--- src/logic/tmrps_pkg.sv ---
/*
 * tmrps_pkg: register map, field positions, reset values and shared types
 * of the 8-bit timer/counter with shared prescaler.
 * Assumes a byte-wide register port with one-cycle read latency.
 */
package tmrps_pkg;
    // register addresses
    localparam logic [7:0] ADDR_COUNT = 8'h01;
    localparam logic [7:0] ADDR_OPTION = 8'h81;
    localparam logic [7:0] ADDR_INTCTL = 8'h0b;
    localparam logic [7:0] ADDR_IRQ_STAT = 8'h20;
    localparam logic [7:0] ADDR_IRQ_EN = 8'h21;
    localparam logic [7:0] ADDR_IRQ_CLR = 8'h22;
    localparam logic [7:0] ADDR_SLEEP = 8'h23;
    // option register fields
    localparam int OPT_CS_BIT = 5;
    localparam int OPT_SE_BIT = 4;
    localparam int OPT_PSA_BIT = 3;
    localparam int OPT_PS_LSB = 0;
    localparam int OPT_PS_W = 3;
    // interrupt control fields
    localparam int INT_OVF_EN_BIT = 5;
    localparam int INT_OVF_FLAG_BIT = 2;
    // reset values and the counter maximum
    localparam logic [7:0] OPTION_RST = 8'hff;
    localparam logic [7:0] INTCTL_RST = 8'h00;
    localparam logic [7:0] COUNT_RST = 8'h00;
    localparam logic [7:0] COUNT_MAX = 8'hff;
    // increment suppression after a write, in cycles
    localparam logic [1:0] WR_HOLD_CYC = 2'h2;
    // status/enable bit of the overflow event
    localparam int EV_OVF_BIT = 0;

    typedef struct packed {
        logic [7:0] addr;
        logic [7:0] wdata;
        logic wr;
        logic rd;
    } tmrps_req_type;

    typedef struct packed {
        logic clk_src;
        logic edge_fall;
        logic psa_wdt;
        logic [2:0] ps_sel;
    } tmrps_opt_type;

    typedef enum logic [1:0] {
        TMRPS_RUN = 2'b00,
        TMRPS_HOLD1 = 2'b01,
        TMRPS_HOLD2 = 2'b11
    } tmrps_state_type;
endpackage

--- src/logic/tmrps_top.sv ---
/*
 * tmrps_top: 8-bit timer/counter with shared prescaler, overflow flag,
 * register port and a level interrupt.
 * Assumes i_clk is the instruction-cycle clock and software on the port
 * never reads and writes in the same cycle.
 */
// The implementer's own choice: the strobed register port.
// How it works
// - the counter wraps from ff to 00 and each wrap sets the overflow flag.
// - a cleared clock source select runs the counter from the internal clock.
// - in timer mode without prescaler the counter steps every cycle.
// - a software write to the counter blocks increments for two cycles.
// - a set clock source select counts edges of the external pin instead.
// - the edge select bit picks rising when clear and falling when set.
// - one prescaler serves either this counter or the watchdog, never both.
// - assignment bit clear routes the prescaler here, set to the watchdog.
// - the prescaler count cannot be read or written by software.
// - assigned here the prescaler divides by 2 up to 256 in powers of two.
// - the overflow interrupt is raised only while the enable bit is set.
// - in sleep the counter is halted and makes no overflow.
`timescale 1ns/1ps
`default_nettype none
module tmrps_top (
    // clock and reset
    input wire logic i_clk,
    input wire logic i_rst,
    // register port
    input wire logic [7:0] i_addr,
    input wire logic [7:0] i_wdata,
    input wire logic i_wr,
    input wire logic i_rd,
    output logic [7:0] o_rdata,
    // external count pin and sleep
    input wire logic i_ext_count_pin,
    input wire logic i_sleep,
    // watchdog side of the prescaler
    input wire logic i_wdt_tick,
    output logic o_wdt_scaled,
    // interrupt
    output logic o_irq,
    output logic o_ovf_irq
);
    tmrps_pkg::tmrps_req_type req;
    tmrps_pkg::tmrps_opt_type opt;
    tmrps_pkg::tmrps_state_type state_q, state_d;
    logic [7:0] count_q, count_d;
    logic [7:0] option_q;
    logic ovf_en_q;
    logic ovf_flag_q, ovf_flag_d;
    logic stat_q, stat_d;
    logic en_q;
    logic sleep_q;
    logic [7:0] ps_q, ps_d;
    logic [7:0] rdata_q, rdata_d;
    logic irq_q;
    logic ovf_irq_q;
    logic wdt_scaled_q;
    logic ext_pulse;

    assign req = '{addr: i_addr, wdata: i_wdata, wr: i_wr, rd: i_rd};
    assign opt = '{clk_src: option_q[tmrps_pkg::OPT_CS_BIT],
                   edge_fall: option_q[tmrps_pkg::OPT_SE_BIT],
                   psa_wdt: option_q[tmrps_pkg::OPT_PSA_BIT],
                   ps_sel: option_q[tmrps_pkg::OPT_PS_LSB +: tmrps_pkg::OPT_PS_W]};

    tmrps_edge u_edge (
        .i_clk(i_clk),
        .i_rst(i_rst),
        .i_pin(i_ext_count_pin),
        .i_fall(opt.edge_fall),
        .o_pulse(ext_pulse)
    );

    // address decode
    wire wr_count = req.wr && req.addr == tmrps_pkg::ADDR_COUNT;
    wire wr_option = req.wr && req.addr == tmrps_pkg::ADDR_OPTION;
    wire wr_intctl = req.wr && req.addr == tmrps_pkg::ADDR_INTCTL;
    wire wr_irq_en = req.wr && req.addr == tmrps_pkg::ADDR_IRQ_EN;
    wire wr_irq_clr = req.wr && req.addr == tmrps_pkg::ADDR_IRQ_CLR;
    wire wr_sleep = req.wr && req.addr == tmrps_pkg::ADDR_SLEEP;
    wire asleep = i_sleep | sleep_q;

    // tick source: internal cycle or synchronised pin edge
    wire src_tick = opt.clk_src ? ext_pulse : 1'b1;
    // prescaler is shared; only one consumer sees it
    wire ps_to_tmr = ~opt.psa_wdt;
    wire ps_in = ps_to_tmr ? (src_tick & ~asleep) : i_wdt_tick;
    wire [7:0] ps_inc = ps_q + 8'h01;
    // divide-by-2^(sel+1): output when bit sel of the count steps from 0 to 1
    wire ps_out = ps_in && (ps_inc[opt.ps_sel] & ~ps_q[opt.ps_sel]);
    wire hold = state_q != tmrps_pkg::TMRPS_RUN;
    wire tmr_tick = (ps_to_tmr ? ps_out : src_tick) & ~asleep & ~hold;
    wire wrap = tmr_tick && count_q == tmrps_pkg::COUNT_MAX;
    wire flag_clr_w = wr_intctl && !req.wdata[tmrps_pkg::INT_OVF_FLAG_BIT];
    wire flag_set_w = wr_intctl && req.wdata[tmrps_pkg::INT_OVF_FLAG_BIT];

    // count register and prescaler
    always_comb begin
        count_d = count_q;
        ps_d = ps_q;
        if (ps_in) begin
            ps_d = ps_inc;
        end
        if (wr_count) begin
            count_d = req.wdata;
            ps_d = 8'h00; // prescaler restarts on a counter write
        end else if (tmr_tick) begin
            count_d = count_q + 8'h01;
        end
        if (wr_option) begin
            ps_d = 8'h00; // reassignment would otherwise leak a stale count
        end
    end

    // write hold sequence
    always_comb begin
        state_d = state_q;
        unique case (state_q)
            tmrps_pkg::TMRPS_RUN: state_d = tmrps_pkg::TMRPS_RUN;
            tmrps_pkg::TMRPS_HOLD1: state_d = tmrps_pkg::TMRPS_HOLD2;
            tmrps_pkg::TMRPS_HOLD2: state_d = tmrps_pkg::TMRPS_RUN;
            default: state_d = tmrps_pkg::TMRPS_RUN;
        endcase
        if (wr_count) begin
            state_d = tmrps_pkg::TMRPS_HOLD1;
        end
    end

    // set wins over clear; hardware never clears the flag
    always_comb begin
        ovf_flag_d = ovf_flag_q;
        if (flag_clr_w) begin
            ovf_flag_d = 1'b0;
        end
        if (flag_set_w || wrap) begin
            ovf_flag_d = 1'b1;
        end
        stat_d = stat_q;
        if (wr_irq_clr && req.wdata[tmrps_pkg::EV_OVF_BIT]) begin
            stat_d = 1'b0;
        end
        if (wrap) begin
            stat_d = 1'b1;
        end
    end

    // read mux; prescaler count is deliberately absent
    always_comb begin
        rdata_d = 8'h00;
        unique case (req.addr)
            tmrps_pkg::ADDR_COUNT: rdata_d = count_q;
            tmrps_pkg::ADDR_OPTION: rdata_d = option_q;
            tmrps_pkg::ADDR_INTCTL: begin
                rdata_d[tmrps_pkg::INT_OVF_EN_BIT] = ovf_en_q;
                rdata_d[tmrps_pkg::INT_OVF_FLAG_BIT] = ovf_flag_q;
            end
            tmrps_pkg::ADDR_IRQ_STAT: rdata_d[tmrps_pkg::EV_OVF_BIT] = stat_q;
            tmrps_pkg::ADDR_IRQ_EN: rdata_d[tmrps_pkg::EV_OVF_BIT] = en_q;
            tmrps_pkg::ADDR_SLEEP: rdata_d[0] = sleep_q;
            default: rdata_d = 8'h00;
        endcase
        if (!req.rd) begin
            rdata_d = 8'h00;
        end
    end

    always_ff @(posedge i_clk) begin
        if (i_rst) begin
            count_q <= tmrps_pkg::COUNT_RST;
            ps_q <= 8'h00;
            state_q <= tmrps_pkg::TMRPS_RUN;
            ovf_flag_q <= 1'b0;
            stat_q <= 1'b0;
            rdata_q <= 8'h00;
        end else begin
            count_q <= count_d;
            ps_q <= ps_d;
            state_q <= state_d;
            ovf_flag_q <= ovf_flag_d;
            stat_q <= stat_d;
            rdata_q <= rdata_d;
        end
    end

    always_ff @(posedge i_clk) begin
        if (i_rst) begin
            option_q <= tmrps_pkg::OPTION_RST;
            ovf_en_q <= tmrps_pkg::INTCTL_RST[tmrps_pkg::INT_OVF_EN_BIT];
            en_q <= 1'b0;
            sleep_q <= 1'b0;
        end else begin
            if (wr_option) option_q <= req.wdata;
            if (wr_intctl) ovf_en_q <= req.wdata[tmrps_pkg::INT_OVF_EN_BIT];
            if (wr_irq_en) en_q <= req.wdata[tmrps_pkg::EV_OVF_BIT];
            if (wr_sleep) sleep_q <= req.wdata[0];
        end
    end

    // registered outputs
    always_ff @(posedge i_clk) begin
        if (i_rst) begin
            irq_q <= 1'b0;
            ovf_irq_q <= 1'b0;
            wdt_scaled_q <= 1'b0;
        end else begin
            irq_q <= stat_d & en_q;
            ovf_irq_q <= ovf_flag_d & ovf_en_q;
            wdt_scaled_q <= opt.psa_wdt ? ps_out : i_wdt_tick;
        end
    end

    assign o_rdata = rdata_q;
    assign o_irq = irq_q;
    assign o_ovf_irq = ovf_irq_q;
    assign o_wdt_scaled = wdt_scaled_q;

    a_count_wrap: assert property (@(posedge i_clk) disable iff (i_rst)
        wrap && !wr_count |=> count_q == 8'h00 && ovf_flag_q)
        else $error("wrap did not zero count and set flag");
    a_write_hold: assert property (@(posedge i_clk) disable iff (i_rst)
        wr_count ##1 !wr_count [*2] |-> $stable(count_q))
        else $error("count moved during write hold");
    a_timer_step: assert property (@(posedge i_clk) disable iff (i_rst)
        !opt.clk_src && opt.psa_wdt && !asleep && !hold && !wr_count && !wr_option
        |=> count_q == $past(count_q) + 8'h01)
        else $error("timer mode did not step");
    a_ext_edge: assert property (@(posedge i_clk) disable iff (i_rst)
        opt.clk_src && opt.psa_wdt && !ext_pulse && !wr_count |=> $stable(count_q))
        else $error("counter mode stepped without edge");
    a_sleep_halt: assert property (@(posedge i_clk) disable iff (i_rst)
        asleep && !wr_count |=> $stable(count_q))
        else $error("count moved in sleep");
    a_flag_kept: assert property (@(posedge i_clk) disable iff (i_rst)
        ovf_flag_q && !wr_intctl |=> ovf_flag_q)
        else $error("flag cleared without software");
    a_irq_mask: assert property (@(posedge i_clk) disable iff (i_rst)
        ##1 o_ovf_irq |-> $past(ovf_en_q) && ovf_flag_q)
        else $error("irq raised while masked");
    a_ps_route: assert property (@(posedge i_clk) disable iff (i_rst)
        opt.psa_wdt && !i_wdt_tick |-> ps_q == $past(ps_q) || $past(wr_count)
        || $past(wr_option) || $past(i_wdt_tick))
        else $error("prescaler moved without watchdog tick");
    // at ratio 2 a tick may only leave on the even count, i.e. every other cycle
    a_ps_div2: assert property (@(posedge i_clk) disable iff (i_rst)
        ps_to_tmr && opt.ps_sel == 3'h0 && tmr_tick |-> ps_q[0] == 1'b0)
        else $error("divide-by-two ratio wrong");
    a_edge_step: assert property (@(posedge i_clk) disable iff (i_rst)
        opt.clk_src && opt.psa_wdt && ext_pulse && !hold && !asleep && !wr_count
        && !wr_option |=> count_q == $past(count_q) + 8'h01)
        else $error("counter mode edge did not step once");
    c_wrap: cover property (@(posedge i_clk) wrap);
    c_ext_tick: cover property (@(posedge i_clk) opt.clk_src && tmr_tick);
    c_hold: cover property (@(posedge i_clk) wr_count ##3 tmr_tick);
    c_irq: cover property (@(posedge i_clk) o_ovf_irq);
endmodule
`default_nettype wire

--- src/logic/tmrps_edge.sv ---
/*
 * tmrps_edge: two-flop synchroniser and selectable edge detector for the
 * external count input. One pulse per qualifying edge.
 * Assumes the pin is slower than half the clock rate.
 */
`timescale 1ns/1ps
`default_nettype none
module tmrps_edge (
    // clock and reset
    input wire logic i_clk,
    input wire logic i_rst,
    // pin and edge choice
    input wire logic i_pin,
    input wire logic i_fall,
    // one-cycle edge pulse
    output logic o_pulse
);
    logic meta_q;
    logic sync_q;
    logic last_q;
    logic pulse_q;
    wire rise_w = sync_q & ~last_q;
    wire fall_w = ~sync_q & last_q;
    wire pulse_d = i_fall ? fall_w : rise_w;

    always_ff @(posedge i_clk) begin
        if (i_rst) begin
            meta_q <= 1'b0;
            sync_q <= 1'b0;
            last_q <= 1'b0;
            pulse_q <= 1'b0;
        end else begin
            meta_q <= i_pin;
            sync_q <= meta_q;
            last_q <= sync_q;
            pulse_q <= pulse_d;
        end
    end
    assign o_pulse = pulse_q;
endmodule
`default_nettype wire

--- config.mk ---
export PLATFORM = sky130hd
export DESIGN_NAME = tmrps_top
export DESIGN_NICKNAME = d
export VERILOG_FILES = /design/src/logic/tmrps_pkg.sv /design/src/logic/tmrps_top.sv /design/src/logic/tmrps_edge.sv
export SDC_FILE = /design/constraint.sdc
export NUM_CORES = 1
export LEC_CHECK = 0
export BUFFER_PORTS_ARGS = -buffer_cell sky130_fd_sc_hd__buf_4
export CAP_MARGIN = 30
export CORE_MARGIN = 10
export CORE_UTILIZATION = 50
export CTS_CLUSTER_SIZE = 14
export DETAILED_ROUTE_END_ITERATION = 8
export PLACE_DENSITY = 0.74
export SLEW_MARGIN = 20
export SYNTH_ARGS = -nofsm -noshare
export SYNTH_HDL_FRONTEND = slang
export SYNTH_SLANG_ARGS = --single-unit
--- constraint.sdc ---
create_clock -name i_clk -period 2 [get_ports i_clk]
set_input_delay 0.4 -clock i_clk [delete_from_list [all_inputs] [get_ports i_clk]]
set_output_delay 0.4 -clock i_clk [all_outputs]
set_load 0.05 [all_outputs]
---- Word-level counts from Yosys, hierarchy flattened ----
Index checks and enable logic that the tools add are counted.
storage, ports and cells
  register bits ........................... 46
  bits of input ports ..................... 23
  output and inout bits ................... 11
  word-level logic and storage cells ...... 86
cells by class
  add/subtract/negate cells ............... 2
  $lt $le $gt $ge ......................... 1
  equal/unequal tests ..................... 9
  muxes and demuxes ....................... 23
  bitwise operators ....................... 15
  reduce and logical (&&, ||, !) cells .... 18
operators by type and width
  cell                 count
  $eq 8x6->1 const B   4
  $add 8x1->8 const B  2
  $eq 8x8->1 const B   2
  $mux 8               2
  $mux 1               12
  $logic_and 1x1->1    11
  $and 1x1->1          8
  $eq 8x1->1 const B   1
  $eq 8x4->1 const B   1
  $pmux 2 s2           2
  $bmux 1 s3           2
  $not 1->1            6
  $pmux 1 s3           2
  $pmux 1 s5           1
  $lt 3x4->1 const B   1
  $reduce_bool 2->1    2
  $reduce_or 2->1      2
  $reduce_or 3->1      1
  $eq 2x1->1 const B   1
  $mux 2               1
  $pmux 1 s2           1
  $logic_not 1->1      1
  $logic_or 1x1->1     1
  $or 1x1->1           1

---- Depth between registers and ports, before layout ----
  depth after elaboration ................. 12
  mapped depth ............................ 7
  mapped depth without buffers ............ 7

---- Cells and area by module ----
A second synthesis with hierarchy kept.
second synthesis, totals
  cells, all modules ...................... 252
  area total of the unflattened synthesis .. 2222.1 sq um
modules (own cells, without submodules)
  module      times used  cells an instance  area each (sq um)  seq. area each (sq um)
  tmrps_top   1           242                2098.3             840.8
  tmrps_edge  1           10                 123.9              80.1

---- Worst setup path after synthesis ----
OpenSTA, ideal clock, no wires.
  path type ............................... reg2reg
  start point ............................. reg ps_q[0]
  end point ............................... reg count_q[6]
  setup time .............................. 74 ps
  arrival time ............................ 2040 ps
  data required time ...................... 1926 ps
  slack ................................... -114 ps
  stages on the path, launching flop included .. 8
  path buffers ............................ 0
  clock period less this slack ............ 2114 ps
  path through ............................ dfxtp_1 -> ha_1 -> or3b_1 -> o311a_2 -> o31ai_2 -> a22oi_2 -> or3_1 -> a31oi_1
between the ends
  cells in the longest elaborated chain, start to end .. 9
  elaborated cells between the ends (all ways) .. 12
  classes of those cells .................. add/sub: 1; mux: 5; bitwise: 4; reduce/logical: 2
ends and longest elaborated chain
  element                       RTL line          RTL
  from (decl)                   tmrps_top.sv:53   logic [7:0] ps_q, ps_d;
  from (signal assigned)        tmrps_top.sv:177  ps_q <= ps_d;
  $add 8x1->8                   tmrps_top.sv:88   wire [7:0] ps_inc = ps_q + 8'h01;
  named net ps_inc[1]           tmrps_top.sv:88
  $bmux 1 s3                    tmrps_top.sv:90   wire ps_out = ps_in && (ps_inc[opt.ps_sel] & ~ps_q[opt.ps_sel]);
  $mux 1 (implied by the code)  tmrps_top.sv:90
  $and 1x1->1                   tmrps_top.sv:90
  $logic_and 1x1->1             tmrps_top.sv:90
  $mux 1                        tmrps_top.sv:92   wire tmr_tick = (ps_to_tmr ? ps_out : src_tick) & ~asleep & ~hold;
  $and 1x1->1 (2 in a row)      tmrps_top.sv:92
  $reduce_bool 2->1 (no line)   -
  to (signal assigned)          tmrps_top.sv:169  count_q <= tmrps_pkg::COUNT_RST;
  to (signal assigned)          tmrps_top.sv:176  count_q <= count_d;
  to (decl)                     tmrps_top.sv:46   logic [7:0] count_q, count_d;
The timed path passes the listed nets, and every way through them passes these cells. The select of a mux whose other input is x is not followed.
A chain may end at the register's enable or synchronous reset.

---- Final worst setup path ----
Same ends and word-level chain as after synthesis.

==> results by group <==
Run status
  – Status: finished with violations
  – Failing checks: negative setup slack

Layout
  – Core Util, Final: 0.681
  – Share of cells above drive strength 1: 0.309
  – Area Overhead vs Synth: 30.5%
  – Number of diodes: 0
  – FF+latch area: 925 um2
  – Nets@finish: 361
  – Footprint of the multi-input gates: 1380 um2
  – Filler instances: 356

Global routing
  – Initial antenna violation count: 0
  – First-pass GRT wire length: 9830 um
  – Total Routing Usage GR: 0.156
  – Largest net degree at the start of global routing: 15
  – Congestion Overflow GR: 0
  – Number of global-route vias before repair: 2,148

CTS
  – Clk buf depth: 2
  – Clock root buffer master: clkbuf_8
  – H-tree Lvls: 2
  – CTS buffer count: 5
  – CTS Sinks: 46
  – Worst skew pair latency: 0.31 ns
  – Reg clk slew, reported paths: 0.09 ns
  – TritonCTS clock tree: yes
  – # hold bufs at CTS: 0

Die
  – CORE AREA: 4410 um2
  – Starting density of the core: 0.522
  – Die width: 87.9 um
  – Standard-cell rows: 24
  – Ports: 34
  – Die span in y: 87.9 um
  – Die area: 7720 um2

STA
  – Final Cycle Share: 1.04
  – Layout Skew: 0.00848 ns
  – RSZ-0062 raised after global routing: yes
  – Setup TNS: -0.332 ns
  – Fin. Hold Viols: 0
  – Max-slew violations: 0
  – Final setup vio count: 7
  – Final WS setup: -0.0836 ns
  – Hold Worst Slack: 0.309 ns
  – Slew headroom: 0.697
  – Worst-Margin Slew: 0.454 ns
  – Fin crit period: 2.08 ns
  – Max Freq: 480 MHz

Drt
  – Total Wirelength: 6040 um
  – DRC: 0
  – Iteration count of the initial detailed-routing pass: 4
  – WL/cell: 15.5 um
  – Initial DRC Count: 182
  – Met3 routed WL: 348 um
  – Routed wl met2: 2860 um
  – Vias: 2,202
  – M1 WL: 2750 um
  – Max layer used: met4
  – Final ANT Viol Nets: 0
  – DR vias/cell: 5.66

Worst setup path
  – Worst path slowest cell: or3b_4
  – Worst-path cell chain: ha_4, or3b_4, o311a_4, o31ai_4, a22oi_2, or3_1, a31oi_1
  – CP endpoint: count_q[6]$_SDFFE_PP0P_
  – Reg2reg end: count_q[6]$_SDFFE_PP0P_
  – Worst R2R Path Depth: 7
  – R2r setup slk: -0.08 ns
  – Crit Path Class: flip-flop to flip-flop
  – Startpoint Class: flip-flop
  – R2R Path Start: ps_q[0]$_SDFFE_PP0P_
  – Max incr delay on CP: 0.36 ns
  – Critical path startpoint: ps_q[0]$_SDFFE_PP0P_
  – Critical path arrival: 2.32 ns
  – Critical path fanouts, max: 7
  – Worst Path Required: 2.24 ns
  – Critical path capture point type: flip-flop

Synthesis
  – Synth cell count leaders: dfxtp_1 (46), nor2_1 (36), nand2_1 (34), a21oi_1 (15), o21ai_0 (12)
  – Top cell type's share of synthesized area: 0.400
  – Asr flop ratio synth: 0
  – Netlist cell types: 55
  – Seq/Total Area, Yosys: 0.400
  – Synth warnings: 0
  – Top_reg_cell synth: dfxtp_1
  – Synth area leaders: dfxtp_1 (40%), nor2_1 (5.9%), nand2_1 (5.5%), mux2i_1 (3.9%), a21oi_1 (3.3%)
  – Post-synth EDFFs: 0
  – Syn_nets: 297
  – Cells after synthesis: 272
  – #FFs+latches synth: 46
  – Cell Area, Synth: 2300 um2
  – Count leader, synth: dfxtp_1
  – Mean Syn Cell Area: 8.47 um2
  – Synth area leader: dfxtp_1

Power
  – Pwr Density: 564 nW/um2
  – Lkg Pwr: 0.00128 uW
  – Max IR drop VDD: 367 uV

Hold path
  – Hold Path Class: input pin to flip-flop

Placement
  – # port buffers: 33
  – Post-detail-place hpwl: 4540 um
  – RePlAce Congestion: 0.886

Job
  – Max-cap violations: 0
==> final cells by class <==
cell class	count	share of cell area
clock buffer	7	0.0287
tap	52	0.0216
inverter	6	0.00749
multi-input combinational	208	0.459
sequential	46	0.308
timing repair buffer	69	0.172
clock inverter	1	0.00291
==> cells in the final DEF, fill, tap and decap left out, types with 7 or more instances in the layout <==
cell type,n
buf_4,69
a21oi_1,13
o21ai_0,12
mux2i_1,9
and3_1,7
a22oi_1,7
nand3_1,8
dfxtp_1,43
nand2_1,33
nor2_1,36
nand4_1,8
==> metrics by stage <==
step,setup WS (ns),instances,area (um2),total power (uW)
after detailed placement,-0.124,379,2840,1100
after global placement,-0.0745,379,2840,1100
after global routing,-0.174,389,3010,1750
after CTS,-0.106,388,2950,1700
final,-0.0836,389,3010,1690
after floorplan,-0.0315,272,2340,1020
==> timing repair <==
item / CTS / global route
resized for setup: 2 / 10
setup endpoints to repair: 8 / 12
pin swaps: 16 / 10
buffers inserted: 1 / 1
==> worst min-delay path by stage <==
| stage | end | depth (start not counted) | slack [ns] | startpoint |
|---|---|---|---|---|
| after detailed placement | u_edge.sync_q$_SDFF_PP0_ | 1 | 0.43 | u_edge.meta_q$_SDFF_PP0_ |
| after floorplan | u_edge.sync_q$_SDFF_PP0_ | 1 | 0.41 | u_edge.meta_q$_SDFF_PP0_ |
| after CTS | u_edge.meta_q$_SDFF_PP0_ | 2 | 0.30 | i_ext_count_pin |
| after global placement | u_edge.sync_q$_SDFF_PP0_ | 1 | 0.42 | u_edge.meta_q$_SDFF_PP0_ |
| final | u_edge.meta_q$_SDFF_PP0_ | 2 | 0.31 | i_ext_count_pin |
| after global routing | u_edge.meta_q$_SDFF_PP0_ | 2 | 0.31 | i_ext_count_pin |
==> kinds of logic (layout without fill, tap and decap cells) <==
| kind of cell | after synthesis | in the layout | share of synthesized area |
|---|---|---|---|
| and+or+nand+nor | 129 | 129 | 0.292 |
| DFF | 46 | 46 | 0.400 |
| buffers and inverters | 18 | 83 | 0.0396 |
| AOI/OAI and AO/OA | 58 | 58 | 0.174 |
| muxes | 11 | 11 | 0.0537 |
| adders and majority gates | 2 | 2 | 0.0109 |
| xor gates and xnor gates | 8 | 8 | 0.0304 |
==> worst max-delay path, delay by kind of cell (launching register included) <==
| family | cells | cell delay, ns |
|---|---|---|
| AO/OA/AOI/OAI | 4 | 0.72 |
| AND/OR/NAND/NOR | 2 | 0.69 |
| adder cells (fa/ha/maj) | 1 | 0.26 |
| flip-flops | 1 | 0.35 |
==> registers in the layout, summed over array words and instances (netlist names) <==
signal,count
o_wdt_scaled,1
ps_q,8
o_rdata,8
o_irq,1
option_q,8
u_edge.o_pulse,1
state_q,2
ovf_flag_q,1
count_q,8
stat_q,1
sleep_q,1
u_edge.sync_q,1
ovf_en_q,1
o_ovf_irq,1
en_q,1
u_edge.meta_q,1
u_edge.last_q,1
==> per-layer routing <==
layer | global-route usage | vias to the layer above
li1 | - | 1113
met1 | 0.198 | 1014
met2 | 0.246 | 66
met3 | 0.0371 | 9
met4 | 0.0652 | 0
met5 | 0 | -
==> power breakdown <==
group / internal (uW) / leakage (uW) / switching, uW
logic: 75.4 / 0.000855 / 68.2
registers: 929 / 0.000372 / 12.9
clock network: 286 / 0.0000489 / 323
total: 1290 / 0.00128 / 404
Note: power is estimated with default switching activity, not from simulation.
